==> src/hw/dtc_pkg.sv <==
// constants, register map and bus carriers of the dual 8-bit compare timer
package dtc_pkg;

   localparam int unsigned DTC_ADDR_W = 8;
   localparam int unsigned DTC_IDX_W = 4;

   // register byte offsets
   localparam logic [7:0] DTC_OFS_COUNT0 = 8'h00;
   localparam logic [7:0] DTC_OFS_COUNT1 = 8'h04;
   localparam logic [7:0] DTC_OFS_CONSTA0 = 8'h08;
   localparam logic [7:0] DTC_OFS_CONSTA1 = 8'h0c;
   localparam logic [7:0] DTC_OFS_CONSTB0 = 8'h10;
   localparam logic [7:0] DTC_OFS_CONSTB1 = 8'h14;
   localparam logic [7:0] DTC_OFS_CTRL0 = 8'h18;
   localparam logic [7:0] DTC_OFS_CTRL1 = 8'h1c;
   localparam logic [7:0] DTC_OFS_STAT0 = 8'h20;
   localparam logic [7:0] DTC_OFS_STAT1 = 8'h24;
   localparam logic [7:0] DTC_OFS_STOP = 8'h28;

   // reset values
   localparam logic [7:0] DTC_RST_COUNT = 8'h00;
   localparam logic [7:0] DTC_RST_CONST = 8'hff;
   localparam logic [7:0] DTC_RST_CTRL = 8'h00;
   localparam logic [4:0] DTC_RST_STAT_CTL = 5'h00;
   localparam logic [15:0] DTC_RST_STOP = 16'h3fff;

   // field positions
   localparam int unsigned DTC_BIT_FLAG_B = 7;
   localparam int unsigned DTC_BIT_FLAG_A = 6;
   localparam int unsigned DTC_BIT_WRAP = 5;
   localparam int unsigned DTC_BIT_TRIG = 4;
   localparam int unsigned DTC_BIT_EN_B = 7;
   localparam int unsigned DTC_BIT_EN_A = 6;
   localparam int unsigned DTC_BIT_EN_WRAP = 5;
   localparam int unsigned DTC_BIT_STOP = 12;

   // prescaler taps: divide by 8, 64, 8192
   localparam int unsigned DTC_PRESC_W = 13;
   localparam int unsigned DTC_DIV8_BITS = 3;
   localparam int unsigned DTC_DIV64_BITS = 6;
   localparam int unsigned DTC_DIV8192_BITS = 13;

   localparam logic [1:0] DTC_RESP_OKAY = 2'h0;
   localparam logic [1:0] DTC_RESP_SLVERR = 2'h2;

   typedef enum logic [2:0] {
      DTC_CKS_OFF = 3'b000,
      DTC_CKS_DIV8 = 3'b001,
      DTC_CKS_DIV64 = 3'b010,
      DTC_CKS_DIV8192 = 3'b011,
      DTC_CKS_CASCADE = 3'b100,
      DTC_CKS_EXT_RISE = 3'b101,
      DTC_CKS_EXT_FALL = 3'b110,
      DTC_CKS_EXT_BOTH = 3'b111
   } dtc_cks_t;

   typedef enum logic [1:0] {
      DTC_CLR_NONE = 2'b00,
      DTC_CLR_MATCH_A = 2'b01,
      DTC_CLR_MATCH_B = 2'b10,
      DTC_CLR_EXT = 2'b11
   } dtc_clr_t;

   // output action codes; numeric order equals priority
   typedef enum logic [1:0] {
      DTC_OUT_KEEP = 2'b00,
      DTC_OUT_ZERO = 2'b01,
      DTC_OUT_ONE = 2'b10,
      DTC_OUT_TOGGLE = 2'b11
   } dtc_out_t;

   typedef struct packed {
      logic [DTC_ADDR_W-1:0] awaddr;
      logic awvalid;
      logic [31:0] wdata;
      logic [3:0] wstrb;
      logic wvalid;
      logic bready;
      logic [DTC_ADDR_W-1:0] araddr;
      logic arvalid;
      logic rready;
   } dtc_axi_req_t;

   typedef struct packed {
      logic awready;
      logic wready;
      logic [1:0] bresp;
      logic bvalid;
      logic arready;
      logic [31:0] rdata;
      logic [1:0] rresp;
      logic rvalid;
   } dtc_axi_rsp_t;

endpackage

==> src/hw/dtc_timer.sv <==
// dual 8-bit compare timer with axi4-lite register slave
//
// Implementation choices: register access over AXI4-Lite and the placing of the registers.
module dtc_timer (
   input wire logic i_core_clk,
   input wire logic i_reset,
   input wire dtc_pkg::dtc_axi_req_t i_axi,
   output dtc_pkg::dtc_axi_rsp_t o_axi,
   input wire logic [1:0] i_ext_clk,
   input wire logic [1:0] i_ext_clear,
   input wire logic [1:0] i_xfer_start_a,
   input wire logic [1:0] i_xfer_start_b,
   input wire logic i_transfer_disable_select,
   output logic [1:0] o_wave_out,
   output logic [1:0] o_match_a_request,
   output logic [1:0] o_match_b_request,
   output logic [1:0] o_wrap_request,
   output logic o_conv_start
);
   import dtc_pkg::*;

   function automatic logic fall_tap(input logic [DTC_PRESC_W-1:0] p, input int unsigned n);
      logic all1;
      all1 = 1'b1;
      for (int i = 0; i < DTC_PRESC_W; i++) begin
         if (i < n) begin
            all1 = all1 & p[i];
         end
      end
      return all1;
   endfunction

   // count pulse of one channel from its own source; cascade handled outside
   function automatic logic own_tick(input logic [2:0] cks, input logic f8, input logic f64,
                                     input logic f8k, input logic rise, input logic fall);
      logic t;
      case (cks)
         DTC_CKS_DIV8: t = f8;
         DTC_CKS_DIV64: t = f64;
         DTC_CKS_DIV8192: t = f8k;
         DTC_CKS_EXT_RISE: t = rise;
         DTC_CKS_EXT_FALL: t = fall;
         DTC_CKS_EXT_BOTH: t = rise | fall;
         default: t = 1'b0;
      endcase
      return t;
   endfunction

   function automatic logic [1:0] pick_action(input logic ma, input logic [1:0] sa,
                                              input logic mb, input logic [1:0] sb);
      logic [1:0] a;
      logic [1:0] b;
      a = ma ? sa : DTC_OUT_KEEP;
      b = mb ? sb : DTC_OUT_KEEP;
      return (a > b) ? a : b;
   endfunction

   function automatic logic clear_hit(input logic [1:0] sel, input logic ma, input logic mb,
                                      input logic ext);
      logic c;
      case (sel)
         DTC_CLR_MATCH_A: c = ma;
         DTC_CLR_MATCH_B: c = mb;
         DTC_CLR_EXT: c = ext;
         default: c = 1'b0;
      endcase
      return c;
   endfunction

   // registers
   logic [7:0] count [2], const_a [2], const_b [2], ctrl [2];
   logic [1:0] flag_a, flag_b, flag_wrap, arm_a, arm_b, arm_wrap;
   logic trig_en;
   logic [3:0] osel [2];
   logic [15:0] stop_reg;
   logic [DTC_PRESC_W-1:0] presc;
   logic [1:0] wave;
   // pin synchronisers plus an edge-history stage
   logic [1:0] clk_s1, clk_s2, clk_s3;
   logic [1:0] clr_s1, clr_s2, clr_s3;

   // bus holding state
   logic have_aw, have_w, bvalid, rvalid;
   logic [DTC_ADDR_W-1:0] aw_addr;
   logic [31:0] w_data;
   logic [3:0] w_strb;
   logic [1:0] bresp, rresp;
   logic [31:0] rdata;

   wire stopped = stop_reg[DTC_BIT_STOP];
   wire running = ~stopped;
   // write decode
   wire wr_do = have_aw & have_w & ~bvalid;
   wire [DTC_IDX_W-1:0] wr_idx = aw_addr[DTC_IDX_W+1:2];
   wire wr_map = (aw_addr[1:0] == 2'b00) && (aw_addr <= DTC_OFS_STOP);
   wire wr_stopreg = wr_do & wr_map & (aw_addr == DTC_OFS_STOP);
   wire wr_timer = wr_do & wr_map & (aw_addr != DTC_OFS_STOP) & running & w_strb[0];
   wire [7:0] wb = w_data[7:0];

   // read decode
   wire rd_take = i_axi.arvalid & ~rvalid;
   wire rd_map = (i_axi.araddr[1:0] == 2'b00) && (i_axi.araddr <= DTC_OFS_STOP);
   wire rd_is_stop = i_axi.araddr == DTC_OFS_STOP;
   wire rd_ok = rd_map & (rd_is_stop | running);

   logic [7:0] stat_rd [2];
   assign stat_rd[0] = {flag_b[0], flag_a[0], flag_wrap[0], trig_en, osel[0]};
   assign stat_rd[1] = {flag_b[1], flag_a[1], flag_wrap[1], 1'b1, osel[1]};

   logic [31:0] rd_val;
   always_comb begin
      case (i_axi.araddr)
         DTC_OFS_COUNT0: rd_val = {24'h000000, count[0]};
         DTC_OFS_COUNT1: rd_val = {24'h000000, count[1]};
         DTC_OFS_CONSTA0: rd_val = {24'h000000, const_a[0]};
         DTC_OFS_CONSTA1: rd_val = {24'h000000, const_a[1]};
         DTC_OFS_CONSTB0: rd_val = {24'h000000, const_b[0]};
         DTC_OFS_CONSTB1: rd_val = {24'h000000, const_b[1]};
         DTC_OFS_CTRL0: rd_val = {24'h000000, ctrl[0]};
         DTC_OFS_CTRL1: rd_val = {24'h000000, ctrl[1]};
         DTC_OFS_STAT0: rd_val = {24'h000000, stat_rd[0]};
         DTC_OFS_STAT1: rd_val = {24'h000000, stat_rd[1]};
         DTC_OFS_STOP: rd_val = {16'h0000, stop_reg};
         default: rd_val = 32'h00000000;
      endcase
   end

   // prescaler taps: falling edge of divided clock when low bits are all ones
   wire f8 = running & fall_tap(presc, DTC_DIV8_BITS);
   wire f64 = running & fall_tap(presc, DTC_DIV64_BITS);
   wire f8k = running & fall_tap(presc, DTC_DIV8192_BITS);

   wire [1:0] ext_rise = clk_s2 & ~clk_s3;
   wire [1:0] ext_fall = ~clk_s2 & clk_s3;
   wire [1:0] ext_clr = clr_s2 & ~clr_s3 & {2{running}};

   wire mode16 = (ctrl[0][2:0] == DTC_CKS_CASCADE) & (ctrl[1][2:0] != DTC_CKS_CASCADE);
   wire mcount = (ctrl[1][2:0] == DTC_CKS_CASCADE) & (ctrl[0][2:0] != DTC_CKS_CASCADE);

   logic [1:0] own, eq_a, eq_b, wr_ca, wr_cb, wr_cnt, wr_stat, wr_ctl;
   for (genvar c = 0; c < 2; c++) begin : g_ch
      assign own[c] = running & own_tick(ctrl[c][2:0], f8, f64, f8k,
                                        ext_rise[c], ext_fall[c]);
      assign wr_ca[c] = wr_timer & (wr_idx == DTC_OFS_CONSTA0[5:2] + 4'(c));
      assign wr_cb[c] = wr_timer & (wr_idx == DTC_OFS_CONSTB0[5:2] + 4'(c));
      assign wr_cnt[c] = wr_timer & (wr_idx == DTC_OFS_COUNT0[5:2] + 4'(c));
      assign wr_ctl[c] = wr_timer & (wr_idx == DTC_OFS_CTRL0[5:2] + 4'(c));
      assign wr_stat[c] = wr_timer & (wr_idx == DTC_OFS_STAT0[5:2] + 4'(c));
      // a constant being written this cycle suppresses its compare
      assign eq_a[c] = (count[c] == const_a[c]) & ~wr_ca[c];
      assign eq_b[c] = (count[c] == const_b[c]) & ~wr_cb[c];
   end

   // cascade sources; with both codes set neither side gets a pulse
   wire tick1 = mcount ? (eq_a[0] & own[0]) : own[1];
   wire tick0 = mode16 ? (own[1] & (count[1] == 8'hff)) : own[0];

   // matches are taken on the count edge, i.e. the last state of equality
   wire match_a0 = mode16 ? (eq_a[0] & eq_a[1] & own[1]) : (eq_a[0] & tick0);
   wire match_b0 = mode16 ? (eq_b[0] & eq_b[1] & own[1]) : (eq_b[0] & tick0);
   wire match_a1 = eq_a[1] & tick1;
   wire match_b1 = eq_b[1] & tick1;
   wire [1:0] match_a = {match_a1, match_a0};
   wire [1:0] match_b = {match_b1, match_b0};

   wire clr0 = clear_hit(ctrl[0][4:3], match_a0, match_b0, ext_clr[0]);
   wire clr1_own = clear_hit(ctrl[1][4:3], match_a1, match_b1, ext_clr[1]);
   wire clr1 = mode16 ? clr0 : clr1_own;
   wire [1:0] clr = {clr1, clr0};
   wire [1:0] tick = {tick1, tick0};

   logic [1:0] wrap_ev;
   assign wrap_ev[1] = tick1 & (count[1] == 8'hff) & ~clr1 & ~wr_cnt[1];
   assign wrap_ev[0] = tick0 & (count[0] == 8'hff) & ~clr0 & ~wr_cnt[0];

   // flag clearing: read while one arms, a later zero write clears
   logic [1:0] clr_fa, clr_fb, clr_fw;
   for (genvar c = 0; c < 2; c++) begin : g_flag
      assign clr_fa[c] = (wr_stat[c] & ~wb[DTC_BIT_FLAG_A] & arm_a[c])
                         | (i_xfer_start_a[c] & ~i_transfer_disable_select);
      assign clr_fb[c] = (wr_stat[c] & ~wb[DTC_BIT_FLAG_B] & arm_b[c])
                         | (i_xfer_start_b[c] & ~i_transfer_disable_select);
      assign clr_fw[c] = wr_stat[c] & ~wb[DTC_BIT_WRAP] & arm_wrap[c];
   end

   logic [1:0] rd_stat;
   assign rd_stat[0] = rd_take & rd_ok & (i_axi.araddr == DTC_OFS_STAT0);
   assign rd_stat[1] = rd_take & rd_ok & (i_axi.araddr == DTC_OFS_STAT1);

   // waveform next value
   logic [1:0] act [2];
   logic [1:0] next_wave;
   for (genvar c = 0; c < 2; c++) begin : g_out
      assign act[c] = pick_action(match_a[c], osel[c][1:0], match_b[c], osel[c][3:2]);
      always_comb begin
         case (act[c])
            DTC_OUT_ZERO: next_wave[c] = 1'b0;
            DTC_OUT_ONE: next_wave[c] = 1'b1;
            DTC_OUT_TOGGLE: next_wave[c] = ~wave[c];
            default: next_wave[c] = wave[c];
         endcase
      end
   end

   // synchronisers and prescaler
   always_ff @(posedge i_core_clk) begin
      if (i_reset) begin
         clk_s1 <= 2'h0;
         clk_s2 <= 2'h0;
         clk_s3 <= 2'h0;
         clr_s1 <= 2'h0;
         clr_s2 <= 2'h0;
         clr_s3 <= 2'h0;
         presc <= 13'h0000;
      end else begin
         clk_s1 <= i_ext_clk;
         clk_s2 <= clk_s1;
         clk_s3 <= clk_s2;
         clr_s1 <= i_ext_clear;
         clr_s2 <= clr_s1;
         clr_s3 <= clr_s2;
         if (running) begin
            presc <= presc + 13'h0001;
         end
      end
   end

   // per-channel counter, constants, control
   for (genvar c = 0; c < 2; c++) begin : g_reg
      always_ff @(posedge i_core_clk) begin
         if (i_reset) begin
            count[c] <= DTC_RST_COUNT;
            const_a[c] <= DTC_RST_CONST;
            const_b[c] <= DTC_RST_CONST;
            ctrl[c] <= DTC_RST_CTRL;
            osel[c] <= DTC_RST_STAT_CTL[3:0];
            wave[c] <= 1'b0;
         end else begin
            // clear beats a bus write, which beats the increment
            if (clr[c]) begin
               count[c] <= 8'h00;
            end else if (wr_cnt[c]) begin
               count[c] <= wb;
            end else if (tick[c]) begin
               count[c] <= count[c] + 8'h01;
            end
            if (wr_ca[c]) begin
               const_a[c] <= wb;
            end
            if (wr_cb[c]) begin
               const_b[c] <= wb;
            end
            if (wr_ctl[c]) begin
               ctrl[c] <= wb;
            end
            if (wr_stat[c]) begin
               osel[c] <= wb[3:0];
            end
            wave[c] <= next_wave[c];
         end
      end
   end

   // flags: a set in the same cycle as a clear wins
   always_ff @(posedge i_core_clk) begin
      if (i_reset) begin
         flag_a <= 2'h0;
         flag_b <= 2'h0;
         flag_wrap <= 2'h0;
         arm_a <= 2'h0;
         arm_b <= 2'h0;
         arm_wrap <= 2'h0;
         trig_en <= DTC_RST_STAT_CTL[DTC_BIT_TRIG];
         o_conv_start <= 1'b0;
      end else begin
         o_conv_start <= match_a0 & trig_en;
         flag_a <= match_a | (flag_a & ~clr_fa);
         flag_b <= match_b | (flag_b & ~clr_fb);
         flag_wrap <= wrap_ev | (flag_wrap & ~clr_fw);
         arm_a <= (rd_stat & flag_a) | (arm_a & ~wr_stat);
         arm_b <= (rd_stat & flag_b) | (arm_b & ~wr_stat);
         arm_wrap <= (rd_stat & flag_wrap) | (arm_wrap & ~wr_stat);
         if (wr_stat[0]) begin
            trig_en <= wb[DTC_BIT_TRIG];
         end
      end
   end

   // request levels follow flag and enable
   for (genvar c = 0; c < 2; c++) begin : g_req
      assign o_match_a_request[c] = flag_a[c] & ctrl[c][DTC_BIT_EN_A];
      assign o_match_b_request[c] = flag_b[c] & ctrl[c][DTC_BIT_EN_B];
      assign o_wrap_request[c] = flag_wrap[c] & ctrl[c][DTC_BIT_EN_WRAP];
   end
   assign o_wave_out = wave;

   // module stop register: reachable even while the timer is stopped
   always_ff @(posedge i_core_clk) begin
      if (i_reset) begin
         stop_reg <= DTC_RST_STOP;
      end else if (wr_stopreg) begin
         if (w_strb[0]) begin
            stop_reg[7:0] <= w_data[7:0];
         end
         if (w_strb[1]) begin
            stop_reg[15:8] <= w_data[15:8];
         end
      end
   end

   // axi4-lite write path: address and data taken independently
   always_ff @(posedge i_core_clk) begin
      if (i_reset) begin
         have_aw <= 1'b0;
         have_w <= 1'b0;
         bvalid <= 1'b0;
         bresp <= DTC_RESP_OKAY;
         aw_addr <= 8'h00;
         w_data <= 32'h00000000;
         w_strb <= 4'h0;
      end else begin
         if (i_axi.awvalid & ~have_aw & ~bvalid) begin
            have_aw <= 1'b1;
            aw_addr <= i_axi.awaddr;
         end
         if (i_axi.wvalid & ~have_w & ~bvalid) begin
            have_w <= 1'b1;
            w_data <= i_axi.wdata;
            w_strb <= i_axi.wstrb;
         end
         if (wr_do) begin
            have_aw <= 1'b0;
            have_w <= 1'b0;
            bvalid <= 1'b1;
            // unmapped, or timer register while stopped: error, no effect
            bresp <= (wr_map & ((aw_addr == DTC_OFS_STOP) | running)) ?
                     DTC_RESP_OKAY : DTC_RESP_SLVERR;
         end else if (bvalid & i_axi.bready) begin
            bvalid <= 1'b0;
         end
      end
   end

   // axi4-lite read path: one cycle to rvalid
   always_ff @(posedge i_core_clk) begin
      if (i_reset) begin
         rvalid <= 1'b0;
         rdata <= 32'h00000000;
         rresp <= DTC_RESP_OKAY;
      end else if (rd_take) begin
         rvalid <= 1'b1;
         rdata <= rd_ok ? rd_val : 32'h00000000;
         rresp <= rd_ok ? DTC_RESP_OKAY : DTC_RESP_SLVERR;
      end else if (rvalid & i_axi.rready) begin
         rvalid <= 1'b0;
      end
   end

   assign o_axi.awready = ~have_aw & ~bvalid;
   assign o_axi.wready = ~have_w & ~bvalid;
   assign o_axi.bvalid = bvalid;
   assign o_axi.bresp = bresp;
   assign o_axi.arready = ~rvalid;
   assign o_axi.rvalid = rvalid;
   assign o_axi.rdata = rdata;
   assign o_axi.rresp = rresp;

endmodule

==> config.mk <==
export PLATFORM = sky130hd
export DESIGN_NAME = dtc_timer
export DESIGN_NICKNAME = d
export VERILOG_FILES = /design/src/hw/dtc_pkg.sv /design/src/hw/dtc_timer.sv
export SDC_FILE = /design/constraint.sdc
export NUM_CORES = 1
export LEC_CHECK = 0
export ABC_AREA = 1
export BUFFER_PORTS_ARGS = -buffer_cell sky130_fd_sc_hd__buf_2
export CAP_MARGIN = 15
export CORE_MARGIN = 5
export CORE_UTILIZATION = 30
export CTS_CLUSTER_SIZE = 8
export DETAILED_ROUTE_END_ITERATION = 10
export PLACE_DENSITY = 0.49
export SYNTH_ARGS = -nofsm -noshare
export SYNTH_HDL_FRONTEND = slang
export SYNTH_SLANG_ARGS = --single-unit
==> constraint.sdc <==
create_clock -name i_core_clk -period 2.4 [get_ports i_core_clk]
set_input_delay 0.72 -clock i_core_clk [delete_from_list [all_inputs] [get_ports i_core_clk]]
set_output_delay 0.72 -clock i_core_clk [all_outputs]
set_load 0.02 [all_outputs]
======== Word level (Yosys, flattened, before mapping) ========
Memory sizes are Yosys's and may differ from the RTL's.
Cells that the tools add are included.
storage, ports and cells
  memories ................................ 5
  logic and storage cells ................. 358
  bits of input ports ..................... 68
  output and inout port bits .............. 50
  flip-flop bits (word level) ............. 123
  memory bits (writable) .................. 72
operators by class
  $lt $le $gt $ge ......................... 4
  reduce and logical (&&, ||, !) cells .... 13
  $add $sub $neg .......................... 3
  bitwise gates (word level) .............. 160
  multiplexer cells ....................... 89
  eq/ne operators ......................... 55
memory list
  name     depth  bits a word  read ports  clocked after Yosys merged registers in  wr ports  RTL line         text
  const_a  2      8            2           0                                        2         dtc_timer.sv:71  logic [7:0] count [2], const_a [2], const_b [2], ctrl [2];
  const_b  2      8            2           0                                        2         dtc_timer.sv:71
  count    2      8            2           0                                        2         dtc_timer.sv:71
  ctrl     2      8            2           0                                        2         dtc_timer.sv:71
  osel     2      4            2           0                                        2         dtc_timer.sv:74  logic [3:0] osel [2];
operators with widths
  operator                                                                count
  16-bit one-hot mux with 11 select lines                                 1
  8-bit 2-to-1 mux                                                        12
  1-bit bitwise AND                                                       93
  1-bit 2-to-1 mux                                                        59
  8-bit by 5-bit == test with 1-bit output (second input constant)        4
  8-bit by 6-bit == test with 1-bit output (second input constant)        4
  8-bit == test                                                           4
  32-bit 2-to-1 mux                                                       1
  2-bit bitwise AND                                                       13
  3-bit == test (second input constant)                                   8
  1-bit bitwise OR                                                        22
  1-bit NOT                                                               19
  8-bit by 1-bit adder with 8-bit output (second input constant)          2
  2-bit == test (second input constant)                                   8
  4-bit by 3-bit == test with 1-bit output (second input constant)        4
  8-bit by 4-bit == test with 1-bit output (second input constant)        2
  8-bit == test (second input constant)                                   2
  8-bit by 6-bit <= comparator with 1-bit output (second input constant)  2
  2-bit 2-to-1 mux                                                        8
  2-bit NOT                                                               7
  13-bit by 1-bit adder with 13-bit output (second input constant)        1
  3-bit by 2-bit == test with 1-bit output (second input constant)        4
  2-bit bitwise OR                                                        6
  1-bit one-hot mux with 3 select lines                                   4
  19 further kinds                                                        34

======== Logic depth before layout (Yosys ltp) ========
  depth after elaboration ................. 27
  mapped depth ............................ 21
  depth with buffers taken out ............ 21

======== Worst setup path before layout ========
OpenSTA, ideal clock, no wires.
  kind .................................... reg2reg
  from .................................... reg presc[0]
  to ...................................... reg wave[1] (netlist: o_wave_out[1])
  clock period less this slack ............ 2.407 ns
  stages on the path, launching flop included .. 20
  slack ................................... -0.007 ns
  arrival time ............................ 2.337 ns
  setup time .............................. 0.071 ns
  path buffers ............................ 0
  required time ........................... 2.329 ns
  cells stage by stage .................... dfxtp_1 -> ha_1 -> ha_1 -> nand2_4 -> nor2_2 -> nand4_1 -> nand2_1 -> nand2_1 -> nor2_1 -> nand2_1 -> nand2_2 -> nand2_1 -> nor2_1 -> inv_1 -> ha_1 -> a22oi_1 -> inv_1 -> nand2_1 -> nand3_1 -> a21oi_1
on the way
  cells in the longest elaborated chain, start to end .. 23
  elaborated cells on any way between the ends .. 32
  those cells by class .................... order compare: 1; eq/ne: 3; mux: 7; bitwise: 20; reduce/logical: 1
ends and longest elaborated chain
  element                                                                      RTL line                            text
  from (decl)                                                                  dtc_timer.sv:76                     logic [DTC_PRESC_W-1:0] presc;
  from (signal assigned)                                                       dtc_timer.sv:223                    presc <= presc + 13'h0001;
  1-bit bitwise AND (*) (2 in a row)                                           dtc_timer.sv:27                     all1 = all1 & p[i];
  1-bit bitwise AND (10 in a row)                                              dtc_timer.sv:27
  1-bit bitwise AND                                                            dtc_timer.sv:131                    wire f8k = running & fall_tap(presc, DTC_DIV8192_BITS);
  1-bit one-hot mux with 6 select lines                                        dtc_timer.sv:37                     case (cks)
  1-bit bitwise AND                                                            dtc_timer.sv:142                    assign own[c] = running & own_tick(ctrl[c][2:0], f8, f64, f8k,
  1-bit bitwise AND                                                            dtc_timer.sv:155                    wire tick1 = mcount ? (eq_a[0] & own[0]) : own[1];
  1-bit 2-to-1 mux (*)                                                         dtc_timer.sv:155
  1-bit bitwise AND, on equally long branches                                  dtc_timer.sv:161, dtc_timer.sv:162
  2-bit 2-to-1 mux, on equally long branches                                   dtc_timer.sv:53, dtc_timer.sv:54
  2-bit > comparator                                                           dtc_timer.sv:55                     return (a > b) ? a : b;
  2-bit 2-to-1 mux (*)                                                         dtc_timer.sv:55
  2-bit == test or 2-bit by 1-bit == test with 1-bit output (tied branches)    dtc_timer.sv:196                    case (act[c])
  1-bit one-hot mux with 3 select lines or 3-bit nonzero test (tied branches)  n/a
  to (signal, indexed assignment)                                              dtc_timer.sv:259                    wave[c] <= next_wave[c];
  to (decl)                                                                    dtc_timer.sv:77                     logic [1:0] wave;
Mark *: on every way between the ends. The rest lies on a longest branch, timed or not.
A chain may end at the register's enable or synchronous reset.

==> out/results.ini <==
[logic_synthesis]
synth_top_family_by_area = simple AND/OR/NAND/NOR gates
synth_area_per_cell_sq_um = 7.97
netlist.area_leader.share_pct = 24.1
synth-compound-area-share_pct = 11.1
yosys.area.top_type = edfxtp_1
synth_mux_area_share_pct = 0
synth-main-ff-cell = dfxtp_1
synthArstFlopShare_pct = 0
synthAdderAreaFrac_pct = 1.95
synth.distinct_cells = 54
syn_inst = 1127
netlist_area_sq_um = 8980
synth_xor_area_share_pct = 3.12
yosys_register_bits = 177
synth-simple-area-share_pct = 26.7
ys_top_cells_by_area = edfxtp_1, dfxtp_1, nand2_1
seq_area_frac_synth_pct = 47.5
ys_warn_count = 0
synth-edff-count = 72

[run_status]
outcome = finished, violations left
violations = setup timing

[setup_path]
cp-start-kind = flip-flop
crit_type = flip-flop to flip-flop
required_ns = 2.57
path_max_fanout = 8
rrSetupSlack_ns = -0.09
critPathCaptureType = flip-flop
timing.critical_path.cells = xor2_1 > a21oi_1 > nand4_1 > a21oi_2 > nand2_4 > nand2_4 > nand2_4 > nand2_2 > nor2_4 > buf_6 > buf_12 > nand3_1 > o21ai_1
timing.critical_path.buf_inv = 2
cp_slowest_cell = edfxtp_1
critical-path-max-stage-delay_ns = 0.47
cp_top_family = simple AND/OR/NAND/NOR gates
cp_common_cell = nand2_4
cp.arrival_ns = 2.66

[sta]
min_period_ns = 2.49
setup_tns_ns = -0.615
clock_skew_ns = 0.0129
hold_violations = 0
tightestPinTransition_ns = 0.733
setup_slack_ns = -0.0902
slew_viol_final = 0
slew_headroom_pct = 51.1
whs_ns = 0.402
rsz0062_at_grt = yes
finalSetupViolCount = 16
timing.final.crit_share_pct = 104
fmax_mhz = 402

[route]
ant_nets = 0
viasPerCell = 4.69
wl_per_cell_microns = 16.4
drt_first_pass_iters = 5
dr.first_iter.drc_count = 667
vias = 8239
drt_wl_total_microns = 28800
drc = 0

[grt]
grt_max_degree = 51
track_usage_pct = 17.0
grt-ovfl-total = 0
grt_pass1_wl_microns = 44100
grt_pass1_vias = 7907
antenna_found_initial = 0

[place]
placed_cells = 1703
io_buffers = 81
globalplace.congestion = 0.884
place_area_sq_um = 10800
dp_hpwl_microns = 22000

[layout]
fin_cells = 1756
multiInputGateArea_sq_um = 4240
seq_area_sq_um = 4270
fillCellCount = 3116
final_area_sq_um = 11900
area_growth_syn_to_layout_pct = 32.9
n_antenna_cell = 0
drive_above_1_share_pct = 27.7
nets = 1435

[clock_network]
clock_sinks = 177
cts_root_buf = clkbuf_16
clock_path_buffers = 2
h-tree-depth = 4
cts_buffers = 17
clk_pin_slew_worst_paths_ns = 0.08
cts_tree = yes
clk-insertion-delay-late_ns = 0.44

[floorplanning]
core_sq_um = 29600
dieArea_sq_um = 33500
boundaryPins = 118
die_x_microns = 183
die_h_microns = 183
rows = 63
start_util_pct = 30.3

[hold_path]
hold_class = flip-flop to flip-flop

[pwr]
leakage_nw = 5.09
total_power_w = 0.00688
power.density_nw_per_um2 = 576
ir_drop_v = 0.000390

[job]
cap_violations = 0

timing repair:
item | CTS | global route
gates resized for setup | 45 | 49
buffers inserted | 12 | 11
pin swaps | 17 | 32
setup endpoints to repair | 29 | 79
hold buffers | 0 | 0
report_power, final:
group	leakage [nW]	switching [W]	internal [W]	total, W
Combinational	3.30	0.000440	0.000236	0.000676
Clock	0.303	0.00148	0.00145	0.00293
Sequential	1.49	0.0000666	0.00321	0.00327
Total	5.09	0.00199	0.00489	0.00688
layout make-up:
cell class | instances | area share, %
Sequential cell | 177 | 35.7
Inverter | 147 | 4.66
Tap cell | 390 | 4.09
Clock inverter | 15 | 1.64
Multi-Input combinational cell | 765 | 35.5
Clock buffer | 17 | 3.56
Timing Repair Buffer | 245 | 14.8
metrics by stage:
step           worst slack, ns  utilization (%)
2_1_floorplan           0.0148                -
3_3_place_gp            -0.119             36.6
3_5_place_dp            -0.194             36.6
4_1_cts                -0.0164             39.6
5_1_grt                 -0.220             40.3
6_report               -0.0902             40.3
kinds of logic (layout without fill, tap and decap cells):
kind of cell               after synthesis  in the layout
adders and majority gates               14             14
DFF                                    177            177
and+or+nand+nor                        534            534
xor gates and xnor gates                32             32
AOI/OAI and AO/OA                      167            167
buffers and inverters                  202            424
other                                    1             18
path summary, 6_finish.rpt:
kind	start	endpoint	cells after the start
max	count[0][7]$_DFFE_PP_	count[0][0]$_DFFE_PP_	13
min	clr_s1[1]$_SDFF_PP0_	clr_s2[1]$_SDFF_PP0_	2
max reg2reg	count[0][7]$_DFFE_PP_	count[0][0]$_DFFE_PP_	13
min reg2reg	clr_s1[1]$_SDFF_PP0_	clr_s2[1]$_SDFF_PP0_	2
cell usage after synthesis (3+ instances only):
master / n
nor2_2: 10
a311oi_1: 3
nand2_2: 8
nand3_2: 5
nand2_1: 220
dfxtp_1: 105
inv_1: 133
nor2_4: 3
inv_2: 7
edfxtp_1: 72
nand4_1: 27
clkinv_1: 6
nand3_1: 86
o311ai_0: 5
nor3_1: 10
a221oi_1: 6
o22ai_1: 10
o211ai_1: 12
nor2_1: 150
o31ai_1: 3
buf_4: 20
xnor2_1: 19
ha_1: 14
o32ai_1: 4
nor4_1: 3
o21ai_0: 56
buf_2: 5
xor2_1: 13
a21oi_1: 55
clkbuf_1: 24
worst reg2reg max path: stages, from the launching register on:
cell,delay (ns)
edfxtp_1,0.47
xor2_1,0.20
a21oi_1,0.16
nand4_1,0.26
a21oi_2,0.33
nand2_4,0.13
nand2_4,0.08
nand2_4,0.06
nand2_2,0.09
nor2_4,0.05
buf_6,0.13
buf_12,0.12
nand3_1,0.07
o21ai_1,0.07
layer usage:
| layer | wire (microns) | share of wire, % | global-route usage [%] |
|---|---|---|---|
| met5 | 0 | 0 | 0 |
| met4 | 588 | 2.0 | 5.01 |
| met3 | 1440 | 5.0 | 3.31 |
| met2 | 13300 | 46 | 27.2 |
| met1 | 13500 | 47 | 23.5 |
placed cells by master (no fill, tap or decap), types with 13 or more instances in the layout:
cell / netlist / layout
conb_1: 1 / 18
nand4_1: 27 / 27
buf_4: 20 / 150
dfxtp_1: 105 / 100
a21oi_1: 55 / 52
o21ai_1: 1 / 13
o21ai_0: 56 / 44
inv_1: 133 / 129
nand3_1: 86 / 76
nor2_2: 10 / 18
edfxtp_1: 72 / 72
nand2_1: 220 / 210
buf_2: 5 / 81
xnor2_1: 19 / 19
nor2_1: 150 / 133
clkbuf_16: 0 / 17
xor2_1: 13 / 13
Note: power is estimated with default switching activity, not from simulation.
